### src/hdl/adc_pkg.sv
package adc_pkg;

  // ----------------------------------------
  // Clocking and timing
  // ----------------------------------------
  localparam int CORE_HZ = 40_000_000;
  localparam int OSC_HZ = 1_000_000;
  localparam int OSC_DIV = CORE_HZ / OSC_HZ;
  localparam logic [5:0] OSC_LAST = 6'(OSC_DIV - 1);
  localparam int TIMEOUT_MS = 28;
  localparam int TIMEOUT_CYC = (CORE_HZ / 1000) * TIMEOUT_MS;
  localparam int LEAD_US = 8;
  localparam int LEAD_TICKS = (OSC_HZ / 1_000_000) * LEAD_US;
  localparam int CONV_TICKS_DEF = 1000;

  // ----------------------------------------
  // Configuration word layout
  // ----------------------------------------
  localparam logic [15:0] CFG_RESET = 16'h058B;
  localparam logic [15:0] CONV_RESET = 16'h0000;
  localparam int CFG_START_BIT = 15;
  localparam int CFG_MODE_BIT = 8;
  localparam int CFG_TEMP_BIT = 4;
  localparam int CFG_NOP_LSB = 1;
  localparam int CFG_RSVD_BIT = 0;
  localparam logic [1:0] NOP_WRITE = 2'h1;

  // ----------------------------------------
  // Result format
  // ----------------------------------------
  localparam int CODE_MAX = 2047;
  localparam int CODE_MIN = -2048;
  localparam logic [15:0] CLIP_POS = 16'h7FF0;
  localparam logic [15:0] CLIP_NEG = 16'h8000;
  localparam logic [3:0] PAD_ZERO = 4'h0;
  localparam logic [5:0] HALF_BITS = 6'h10;
  localparam logic [5:0] XFER_BITS = 6'h20;

  // ----------------------------------------
  // Types
  // ----------------------------------------
  typedef struct packed {
    logic cs_n;
    logic sclk;
    logic din;
  } spi_in_t;

  typedef struct packed {
    logic data_out_ready_n;
    logic data_out_ready_n_oe;
  } spi_out_t;

  typedef enum logic [1:0] {
    ST_SLEEP = 2'b01,
    ST_CONVERT = 2'b10
  } conv_state_t;

  typedef struct packed {
    spi_in_t meta;
    spi_in_t stable;
  } sync_state_t;

  typedef struct packed {
    conv_state_t state;
    logic [15:0] cfg;
    logic [15:0] conv;
    logic new_data;
    logic powered;
    logic [5:0] osc_cnt;
    logic osc_tick;
    logic [15:0] conv_cnt;
    logic sclk_q;
    logic active;
    logic [5:0] fall_cnt;
    logic [31:0] shift_out;
    logic [15:0] shift_in;
    logic [20:0] idle_cnt;
    spi_out_t pin;
  } adc_state_t;

  localparam adc_state_t ADC_RESET = '{
    state: ST_SLEEP,
    cfg: CFG_RESET,
    conv: CONV_RESET,
    new_data: 1'b0,
    powered: 1'b0,
    osc_cnt: 6'h00,
    osc_tick: 1'b0,
    conv_cnt: 16'h0000,
    sclk_q: 1'b0,
    active: 1'b0,
    fall_cnt: 6'h00,
    shift_out: 32'h0000_0000,
    shift_in: 16'h0000,
    idle_cnt: 21'h00_0000,
    pin: '{data_out_ready_n: 1'b1, data_out_ready_n_oe: 1'b0}
  };

endpackage : adc_pkg

### src/hdl/pin_sync.sv
`timescale 1ns/1ps
module pin_sync
  import adc_pkg::*;
(
  input wire logic core_clk,
  input wire logic rstn,
  input adc_pkg::spi_in_t pins,
  output adc_pkg::spi_in_t pins_sync
);

  sync_state_t st_reg;
  sync_state_t st_next;

  // ----------------------------------------
  // Two stage synchroniser
  // ----------------------------------------
  always_comb
  begin
    st_next = st_reg;
    st_next.meta = pins;
    st_next.stable = st_reg.meta;
  end

  always_ff @(posedge core_clk)
  begin
    if (!rstn)
    begin
      st_reg <= '{meta: '{cs_n: 1'b1, sclk: 1'b0, din: 1'b0}, stable: '{cs_n: 1'b1, sclk: 1'b0, din: 1'b0}};
    end
    else
    begin
      st_reg <= st_next;
    end
  end

  assign pins_sync = st_reg.stable;

endmodule : pin_sync

### src/hdl/adc_ctrl.sv
`timescale 1ns/1ps
// Operation
// Timing from internal 1 MHz oscillator only; the clock-low timeout counts core clock cycles instead
// Temp select bit picks temperature sensor
// Temperature: 12 bits, upper word, MSB first
// 0.125 C per count, two's complement
// Reset loads defaults, starts powered down
// Mode bit one: single-shot, default
// Start bit: power up, clear, one conversion
// Start ignored while converting
// Mode zero: store result, restart immediately
// Leave continuous by mode write or reset
// Four wire or three wire with select low
// Select high: reset port, tri-state pin
// Select falls: pin shows ready state
// Result snapshot held through whole transfer
// Clock low 28 ms resets port
// Host keeps clock low when idle
// Sample data in on falling edge
// Data out changes on rising edge
// Pin low when new result available
// Unread result: pin high 8 us early
// Host reads before pin returns high
// Host holds select low per transfer
// Left-justified, clipped at 7FF0 / 8000
// Written config read back in last half
module adc_ctrl
  import adc_pkg::*;
#(
  parameter int SUM_W = 16,
  parameter int CONV_TICKS = CONV_TICKS_DEF,
  parameter int TIMEOUT_CYCLES = TIMEOUT_CYC
)
(
  input wire logic core_clk,
  input wire logic rstn,
  input adc_pkg::spi_in_t spi_pins,
  output adc_pkg::spi_out_t spi_out,
  input wire logic signed [SUM_W-1:0] sample_value,
  input wire logic [11:0] temp_value,
  output logic afe_powered,
  output logic temp_sensor_select,
  output logic [15:0] afe_config,
  output logic result_ready
);

  import adc_pkg::*;

  adc_state_t st_reg;
  adc_state_t st_next;
  spi_in_t pins_s;

  // ----------------------------------------
  // Pin synchroniser
  // ----------------------------------------
  pin_sync u_pin_sync (
    .core_clk(core_clk),
    .rstn(rstn),
    .pins(spi_pins),
    .pins_sync(pins_s)
  );

  // ----------------------------------------
  // Result formatting
  // ----------------------------------------
  function automatic logic [15:0] format_result(
    input logic temp_sel,
    input logic signed [SUM_W-1:0] v,
    input logic [11:0] t
  );
    logic [15:0] r;
    r = CONV_RESET;
    // Temperature left-justified
    // Two's complement passthrough
    if (temp_sel)
    begin
      r = {t, PAD_ZERO};
    end
    // Clip at full scale
    else if (v > CODE_MAX)
    begin
      r = CLIP_POS;
    end
    else if (v < CODE_MIN)
    begin
      r = CLIP_NEG;
    end
    else
    begin
      r = {v[11:0], PAD_ZERO};
    end
    return r;
  endfunction : format_result

  // ----------------------------------------
  // Next state
  // ----------------------------------------
  always_comb
  begin
    logic rise;
    logic fall;
    logic conv_done;
    logic wr;
    logic wr_start;
    logic [5:0] fall_num;
    logic [15:0] word_in;
    logic [31:0] word_out;
    rise = 1'b0;
    fall = 1'b0;
    conv_done = 1'b0;
    wr = 1'b0;
    wr_start = 1'b0;
    fall_num = 6'h00;
    word_in = 16'h0000;
    word_out = 32'h0000_0000;
    st_next = st_reg;
    st_next.sclk_q = pins_s.sclk;

    // Oscillator tick from core clock
    st_next.osc_tick = 1'b0;
    if (st_reg.osc_cnt == OSC_LAST)
    begin
      st_next.osc_cnt = 6'h00;
      st_next.osc_tick = 1'b1;
    end
    else
    begin
      st_next.osc_cnt = st_reg.osc_cnt + 6'h01;
    end

    // Deselected port held in reset
    if (pins_s.cs_n)
    begin
      st_next.active = 1'b0;
      st_next.fall_cnt = 6'h00;
      st_next.idle_cnt = 21'h00_0000;
      st_next.pin.data_out_ready_n = 1'b1;
      st_next.pin.data_out_ready_n_oe = 1'b0;
    end
    else
    begin
      // Port runs whenever select is low
      rise = pins_s.sclk & ~st_reg.sclk_q;
      fall = ~pins_s.sclk & st_reg.sclk_q;
      st_next.pin.data_out_ready_n_oe = 1'b1;
      // Idle pin shows ready state
      if (!st_reg.active)
      begin
        st_next.pin.data_out_ready_n = ~st_reg.new_data;
      end
      if (rise)
      begin
        // Snapshot result at transfer start
        word_out = st_reg.active ? st_reg.shift_out : {st_reg.conv, st_reg.cfg};
        // Shift out on rising edge
        st_next.pin.data_out_ready_n = word_out[31];
        st_next.shift_out = {word_out[30:0], 1'b0};
        if (!st_reg.active)
        begin
          st_next.active = 1'b1;
          st_next.new_data = 1'b0;
        end
      end
      if (fall && st_reg.active)
      begin
        // Sample data in on falling edge
        word_in = {st_reg.shift_in[14:0], pins_s.din};
        fall_num = st_reg.fall_cnt + 6'h01;
        st_next.shift_in = word_in;
        st_next.fall_cnt = fall_num;
        if (fall_num == HALF_BITS || fall_num == XFER_BITS)
        begin
          wr = (word_in[CFG_NOP_LSB +: 2] == NOP_WRITE);
          wr_start = wr & word_in[CFG_START_BIT];
          if (wr)
          begin
            st_next.cfg = word_in;
            st_next.cfg[CFG_START_BIT] = 1'b0;
            st_next.cfg[CFG_RSVD_BIT] = 1'b1;
          end
        end
        // Readback of config from first half
        if (fall_num == HALF_BITS)
        begin
          st_next.shift_out[31:16] = st_next.cfg;
        end
        if (fall_num == XFER_BITS)
        begin
          st_next.active = 1'b0;
          st_next.fall_cnt = 6'h00;
        end
      end
      // Clock-low timeout resets port
      if (pins_s.sclk)
      begin
        st_next.idle_cnt = 21'h00_0000;
      end
      else if (st_reg.idle_cnt == 21'(TIMEOUT_CYCLES - 1))
      begin
        st_next.active = 1'b0;
        st_next.fall_cnt = 6'h00;
      end
      else
      begin
        st_next.idle_cnt = st_reg.idle_cnt + 21'h00_0001;
      end
    end

    // Conversion sequencing
    unique case (st_reg.state)
      ST_SLEEP:
      begin
        st_next.powered = 1'b0;
      end
      ST_CONVERT:
      begin
        st_next.powered = 1'b1;
        // Unread result withdrawn early
        if (!st_reg.cfg[CFG_MODE_BIT] && st_reg.conv_cnt >= 16'(CONV_TICKS - LEAD_TICKS))
        begin
          st_next.new_data = 1'b0;
        end
        if (st_reg.osc_tick)
        begin
          if (st_reg.conv_cnt == 16'(CONV_TICKS - 1))
          begin
            conv_done = 1'b1;
            st_next.conv_cnt = 16'h0000;
          end
          else
          begin
            st_next.conv_cnt = st_reg.conv_cnt + 16'h0001;
          end
        end
        if (conv_done)
        begin
          // Source picked by temp select
          // Store result, set ready
          st_next.conv = format_result(st_reg.cfg[CFG_TEMP_BIT], sample_value, temp_value);
          // New result drives pin low
          st_next.new_data = 1'b1;
          // Power down after one conversion
          // Mode one ends continuous run
          if (st_reg.cfg[CFG_MODE_BIT])
          begin
            st_next.state = ST_SLEEP;
            st_next.powered = 1'b0;
          end
        end
      end
      default:
      begin
        st_next.state = ST_SLEEP;
      end
    endcase

    // Single-shot waits for start write
    // Start ignored unless asleep
    if (st_next.state == ST_SLEEP && (wr_start || !st_next.cfg[CFG_MODE_BIT]))
    begin
      st_next.state = ST_CONVERT;
      st_next.powered = 1'b1;
      st_next.conv_cnt = 16'h0000;
    end
  end

  // ----------------------------------------
  // State register
  // ----------------------------------------
  always_ff @(posedge core_clk)
  begin
    // Reset restores defaults, asleep
    if (!rstn)
    begin
      st_reg <= ADC_RESET;
    end
    else
    begin
      st_reg <= st_next;
    end
  end

  // ----------------------------------------
  // Outputs
  // ----------------------------------------
  assign spi_out = st_reg.pin;
  assign afe_powered = st_reg.powered;
  assign temp_sensor_select = st_reg.cfg[CFG_TEMP_BIT];
  assign afe_config = st_reg.cfg;
  assign result_ready = st_reg.new_data;

endmodule : adc_ctrl

### config.mk
export PLATFORM = sky130hd
export DESIGN_NAME = adc_ctrl
export DESIGN_NICKNAME = d
export VERILOG_FILES = /design/src/hdl/adc_pkg.sv /design/src/hdl/pin_sync.sv /design/src/hdl/adc_ctrl.sv
export SDC_FILE = /design/constraint.sdc
export NUM_CORES = 1
export LEC_CHECK = 0
export ABC_AREA = 1
export BUFFER_PORTS_ARGS = -buffer_cell sky130_fd_sc_hd__buf_2
export CAP_MARGIN = 10
export CORE_MARGIN = 2
export CORE_UTILIZATION = 41
export DETAILED_ROUTE_END_ITERATION = 10
export SETUP_SLACK_MARGIN = 0.05
export SLEW_MARGIN = 20
export SYNTH_ARGS = -nofsm -noshare
export SYNTH_HDL_FRONTEND = slang
export SYNTH_SLANG_ARGS = --single-unit
### constraint.sdc
create_clock -name core_clk -period 2.5 [get_ports core_clk]
set_clock_uncertainty 0.05 [all_clocks]
set_input_delay 0 -clock core_clk [delete_from_list [all_inputs] [get_ports core_clk]]
set_output_delay 0 -clock core_clk [all_outputs]
set_load 0.03 [all_outputs]
---- Word level (Yosys, flattened, before mapping) ----
Cells that the tools add are included.
word-level totals
  register bits after elaboration ......... 142
  word-level logic and storage cells ...... 104
cells by class
  add/sub/neg operators ................... 4
  $lt $le $gt $ge ......................... 3
  equality and inequality tests ........... 10
  muxes and demuxes ....................... 39
  bitwise operators ....................... 8
  reduce and logical (&&, ||, !) cells .... 16
operators by type and width
  kind                                                             count
  2-to-1 mux 16 bit                                                7
  2-to-1 mux 32 bit                                                2
  2-to-1 mux 23 bit                                                1
  adder 21 x 1 -> 21 bit, second input constant                    1
  equality test 21 bit, second input constant                      1
  2-to-1 mux 7 bit                                                 3
  2-to-1 mux 1 bit                                                 18
  2-to-1 mux 9 bit                                                 2
  adder 16 x 1 -> 16 bit, second input constant                    1
  equality test 16 x 10 -> 1 bit, second input constant            1
  >= comparator 16 x 10 -> 1 bit, second input constant            1
  greater-than comparator 16 x 12 -> 1 bit, second input constant  1
  < comparator 16 x 12 -> 1 bit, second input constant             1
  adder 6 x 1 -> 6 bit, second input constant                      2
  equality test 6 bit, second input constant                       2
  2-to-1 mux 2 bit                                                 4
  AND reduction 2 bit                                              4
  equality test 2 x 1 -> 1 bit, second input constant              3
  equality test 6 x 5 -> 1 bit, second input constant              1
  OR reduction 2 bit                                               3
  inverter 1 bit                                                   5
  one-hot mux 2 bit (2 select lines)                               1
  AND 1 bit                                                        3
  logical AND 1 bit                                                3
  7 further kinds                                                  9

---- Longest topological paths before layout ----
  word-level depth ........................ 10
  gate-level depth with buffers ........... 16
  gate-level depth less buffers ........... 15

---- Hierarchy ----
A second synthesis with hierarchy kept.
second synthesis, totals
  cells, all modules ...................... 943
  area, all modules ....................... 6675.2 sq um
modules (own cells, without submodules)
  module    instances  cells an instance  area an instance (sq um)  sequential area each (sq um)
  adc_ctrl  1          925                6510.0                    2642.5
  pin_sync  1          18                 165.2                     120.1

---- Worst setup path before layout ----
No wires, ideal clock.
  path kind ............................... reg2reg
  start point ............................. register st_reg[71] (netlist name)
  end point ............................... register st_reg[88] (netlist name)
  library setup time ...................... 0.123 ns
  data arrival time ....................... 1.709 ns
  required time ........................... 2.327 ns
  slack ................................... 0.618 ns
  cell stages (with the launch flop) ...... 17
  cells stage by stage .................... dfxtp_1 -> ha_1 -> nand3_1 -> inv_1 -> nand2_1 -> nand2_1 -> nor2_2 -> nand2_2 -> nand2_4 -> nand2_1 -> nand2_1 -> nand2_1 -> nand2_1 -> nand2_2 -> nand2_4 -> buf_12 -> nor2_4
between the ends
  word-level cells in the longest chain between the ends .. 10
ends and longest elaborated chain
  item                                                                        RTL line         source
  from (decl)                                                                 adc_ctrl.sv:49   adc_state_t st_reg;
  from (signal assigned)                                                      adc_ctrl.sv:279  st_reg <= st_next;
  adder 6 x 1 -> 6 bit *                                                      adc_ctrl.sv:168  fall_num = st_reg.fall_cnt + 6'h01;
  equality test 6 x 5 -> 1 bit / equality test 6 bit (equally long branches)  adc_ctrl.sv:171  if (fall_num == HALF_BITS || fall_num == XFER_BITS)
  logical OR 1 bit *                                                          adc_ctrl.sv:171
  2-to-1 mux 16 bit                                                           adc_ctrl.sv:171
  2-to-1 mux 9 bit                                                            adc_ctrl.sv:164  if (fall && st_reg.active)
  2-to-1 mux 9 bit                                                            adc_ctrl.sv:132  if (pins_s.cs_n)
  zero test 1 bit                                                             adc_ctrl.sv:259  if (st_next.state == ST_SLEEP && (wr_start || !st_next.cfg[CFG_MODE_BIT]))
  logical OR 1 bit *                                                          adc_ctrl.sv:259
  logical AND 1 bit *                                                         adc_ctrl.sv:259
  OR reduction 2 bit (no source line) *                                       -
Every way passes the cells marked *; elsewhere a longest branch is shown, timed or not.
A chain may end at the register's enable or synchronous reset.

---- Final worst setup path ----
  start point ............................. register st_reg[71] (netlist name)
  end point ............................... register st_reg[81] (netlist name)
The elaborated chain is that of the path after synthesis.

==> run_results.csv <==
group,metric,value,unit
critical_path,cp.arrival,2400,ps
critical_path,path_common_cell,"nand2_1",
cells_and_area,syn2layout_area_growth,17.6,%
clocking,cts_htree_levels,4,
cells_and_area,n_fill_cell,1641,
status,status,"complete, no violations",
die,core_area,0.0159,mm²
cells_and_area,final_util,49.4,%
sta,min_period,2140,ps
synth,synth_edf_count,0,
die,initial_core_util,42.0,%
grt,grt_usage,19.0,%
critical_path,rrSetupSlack,360,ps
cells_and_area,nNetsFinal,1034,
grt,grt_first_pass_wirelength,27.0,mm
critical_path,crit_start,"st_reg[71]$_SDFF_PP0_",
grt,overflow,0,
clocking,cts_root_buf,"clkbuf_16",
power_and_ir_drop,ir_drop,0.648,mV
cells_and_area,drive_above_1_share,13.7,%
clocking,clk_pin_slew,60,ps
grt,antenna_found_initial,0,
synth,muxShareOfSynthArea,0,%
place,io_buffers,53,
die,rows,46,
routing,drt-wirelength-per-cell,13.1,µm
critical_path,critPathMaxStageDelay,430,ps
synth,synthXorXnorAreaFrac,2.10,%
synth,syn-instance-count,937,
grt,grt_max_degree,44,
cells_and_area,num_antenna_cells,0,
critical_path,path_cells,"ha_1 > nand3_1 > nand2_1 > nand2_1 > nor2_2 > nand2_2 > nand2_4 > nand2_1 > nand2_1 > nand2_1 > nand2_1 > nand2_2 > nand2_4 > nor2_1",
die,die_w,132,µm
synth,syn_nets,977,
routing,drt-total-wl,16.0,mm
clocking,cts_buffers,17,
synth,synth_top_family_by_area,"simple AND/OR/NAND/NOR gates",
synth,synth.avg_cell_area,7.12,µm²
power_and_ir_drop,power,0.00479,W
critical_path,crit_path_start_kind,"flop",
die,io_pins,54,
clocking,cts_setup_buffers,0,
routing,viasPerCell,4.94,
power_and_ir_drop,power_density,611,mW/mm²
die,dieArea,0.0173,mm²
sta,setup_tns,0,ps
sta,min_period_over_period,85.6,%
critical_path,critPathRequiredTime,2760,ps
synth,async_flop_share,0,%
routing,drt_iter0_drc,363,
routing,drc,0,
routing,drtAntennaViolNets,0,
flow_run,cap_violations,0,
clocking,clk_latency,430,ps
sta,finalSetupViolCount,0,
clocking,clockBufferDepth,2,
critical_path,crit_end,"st_reg[81]$_SDFFE_PP0P_",
synth,yosysWarnings,0,
grt,grt_pass1_vias,5681,
hold_path,min_path_type,"in -> reg",
power_and_ir_drop,total_leakage_power,3.14,nW
synth,synth-seq-cells,138,
place,gp_congestion,0.833,
sta,fmax,467,MHz
critical_path,rr_worst_depth,14,
sta,rsz0062_at_grt,"false",
sta,hold_ws,123,ps
sta,finalHoldViolations,0,
synth,synthAdderAreaFrac,1.31,%
clocking,tritoncts,"built",
synth,netlist_area,0.00667,mm²
critical_path,critPathMaxFanout,16,
routing,num_vias,6042,
critical_path,r2r_end,"st_reg[81]$_SDFFE_PP0P_",
clocking,cts-resized-gates,0,
sta,relSlewSlack,63.9,%
cells_and_area,largest_reg_flops,112,
synth,synthSimpleGateAreaFrac,26.6,%
sta,drv_slew,0,
critical_path,r2r-start,"st_reg[71]$_SDFF_PP0_",
synth,synth-main-ff-cell,"dfxtp_1",
clocking,hold_buffers,28,
synth,synth_compound_area_share,17.7,%
die,die_h,132,µm
routing,dr.pass1.iters,4,
place,hpwl,11.2,mm
critical_path,cpMaxStageDelayCell,"dfxtp_1",
synth,yosysSeqAreaShare,41.4,%
synth,netlist-cell-type-count,38,
critical_path,setup.worst_path.end_class,"flop",
critical_path,path_class,"reg -> reg",
clocking,clock-sinks,138,
sta,tightest_slew,541,ps
-- how the worst min path moves through the flow --
stage / startpoint / endpoint / slack (ps) / cells past startpoint
finish: sample_value[11] / st_reg[108]$_SDFFE_PN0P_ / 120 / 6
global route: sample_value[11] / st_reg[111]$_SDFFE_PN0P_ / 150 / 6
CTS: sample_value[11] / st_reg[111]$_SDFFE_PN0P_ / 120 / 6
detailed placement: spi_pins[0] / u_pin_sync.st_next[0]$_SDFF_PN0_ / 140 / 3
global placement: spi_pins[0] / u_pin_sync.st_next[0]$_SDFF_PN0_ / 130 / 3
floorplan: spi_pins[0] / u_pin_sync.st_next[0]$_SDFF_PN0_ / 50 / 2
-- cell type report --
cell class              count  area, µm²  area share, %
clock inverters            13        120           1.53
multi-input cells         631       3180           40.5
flip-flops and latches    138       2760           35.2
inverters                 111        417           5.31
clock buffers              19        443           5.65
well taps                 216        270           3.45
repair buffers             95        651           8.29
-- synth_stat cells, types with 2 or more instances --
| cell | instances | area share [%] |
|---|---|---|
| buf_4 | 18 | 2.0 |
| xor2_1 | 13 | 1.7 |
| or2_2 | 7 | 0.66 |
| buf_2 | 11 | 0.83 |
| nand3_1 | 51 | 3.8 |
| nor4_1 | 6 | 0.56 |
| xnor2_1 | 3 | 0.39 |
| clkbuf_1 | 26 | 1.5 |
| dfxtp_1 | 138 | 41 |
| nor2_1 | 74 | 4.2 |
| nor2_4 | 5 | 0.84 |
| o21ai_0 | 75 | 5.6 |
| a21oi_1 | 88 | 6.6 |
| o22ai_1 | 5 | 0.47 |
| o21ai_1 | 2 | 0.15 |
| o21a_1 | 2 | 0.22 |
| nand2_4 | 3 | 0.51 |
| nor3_1 | 18 | 1.4 |
| o221ai_1 | 2 | 0.26 |
| nand2_1 | 190 | 11 |
| nand3_2 | 2 | 0.30 |
| a31oi_1 | 16 | 1.5 |
| o211ai_1 | 17 | 1.9 |
| inv_2 | 4 | 0.22 |
| ha_1 | 7 | 1.3 |
| inv_1 | 106 | 6.0 |
| nor2_2 | 11 | 1.0 |
| a211oi_1 | 5 | 0.56 |
| nand2_2 | 5 | 0.47 |
| nand4_1 | 19 | 1.8 |
-- critical path: cells and delay by family (launching register included) --
| family | cells | cell delay (ps) |
|---|---|---|
| adders and majority gates | 1 | 220 |
| DFF | 1 | 430 |
| and+or+nand+nor | 13 | 1300 |
-- layout by cell type (no fill, tap or decap), drive strengths merged --
| cell type | instances |
|---|---|
| nand2 | 198 |
| dfxtp | 138 |
| inv | 112 |
| nor2 | 90 |
| a21oi | 88 |
| o21ai | 77 |
| buf | 67 |
| nand3 | 53 |
| dlygate4sd3 | 28 |
| nor3 | 20 |
| nand4 | 19 |
| clkbuf | 19 |
| o211ai | 17 |
| a31oi | 16 |
| xor2 | 13 |
| clkinv | 8 |
| or2 | 7 |
| ha | 7 |
| nor4 | 6 |
| o22ai | 5 |
| a211oi | 5 |
| xnor2 | 3 |
| clkinvlp | 3 |
| o21a | 2 |
| o221ai | 2 |
| o41ai | 1 |
| o31ai | 1 |
| a31o | 1 |
| bufinv | 1 |
-- per-layer routing --
layer / vias up / share of wire (%) / wire length, µm / global-route usage, %
li1: 3193 / - / - / -
met1: 2745 / 48 / 7720 / 24.3
met2: 83 / 47 / 7570 / 31.4
met3: 21 / 3.0 / 474 / 4.40
met4: 0 / 1.7 / 270 / 6.70
met5: - / 0 / 0 / 0
-- cell families after synthesis --
logic type	after synthesis
fa+ha+maj	7
simple gates	393
compound gates	215
xor+xnor	16
buf+inv	168
flops	138
-- through the flow --
step           cells  area (µm²)  setup slack [ps]
2_1_floorplan    937        6670               618
3_3_place_gp    1163        7000               428
3_5_place_dp    1163        7000               365
4_1_cts         1223        7840               357
5_1_grt         1223        7840               105
6_report        1223        7840               361
-- report_power, final --
group	internal, W	leakage [nW]	switching, W	total [W]
clock network	0.00140	0.270	0.000998	0.00240
registers	0.00221	1.11	0.0000105	0.00222
logic	0.0000752	1.76	0.0000949	0.000170
Power figures use the tool's default switching activity.
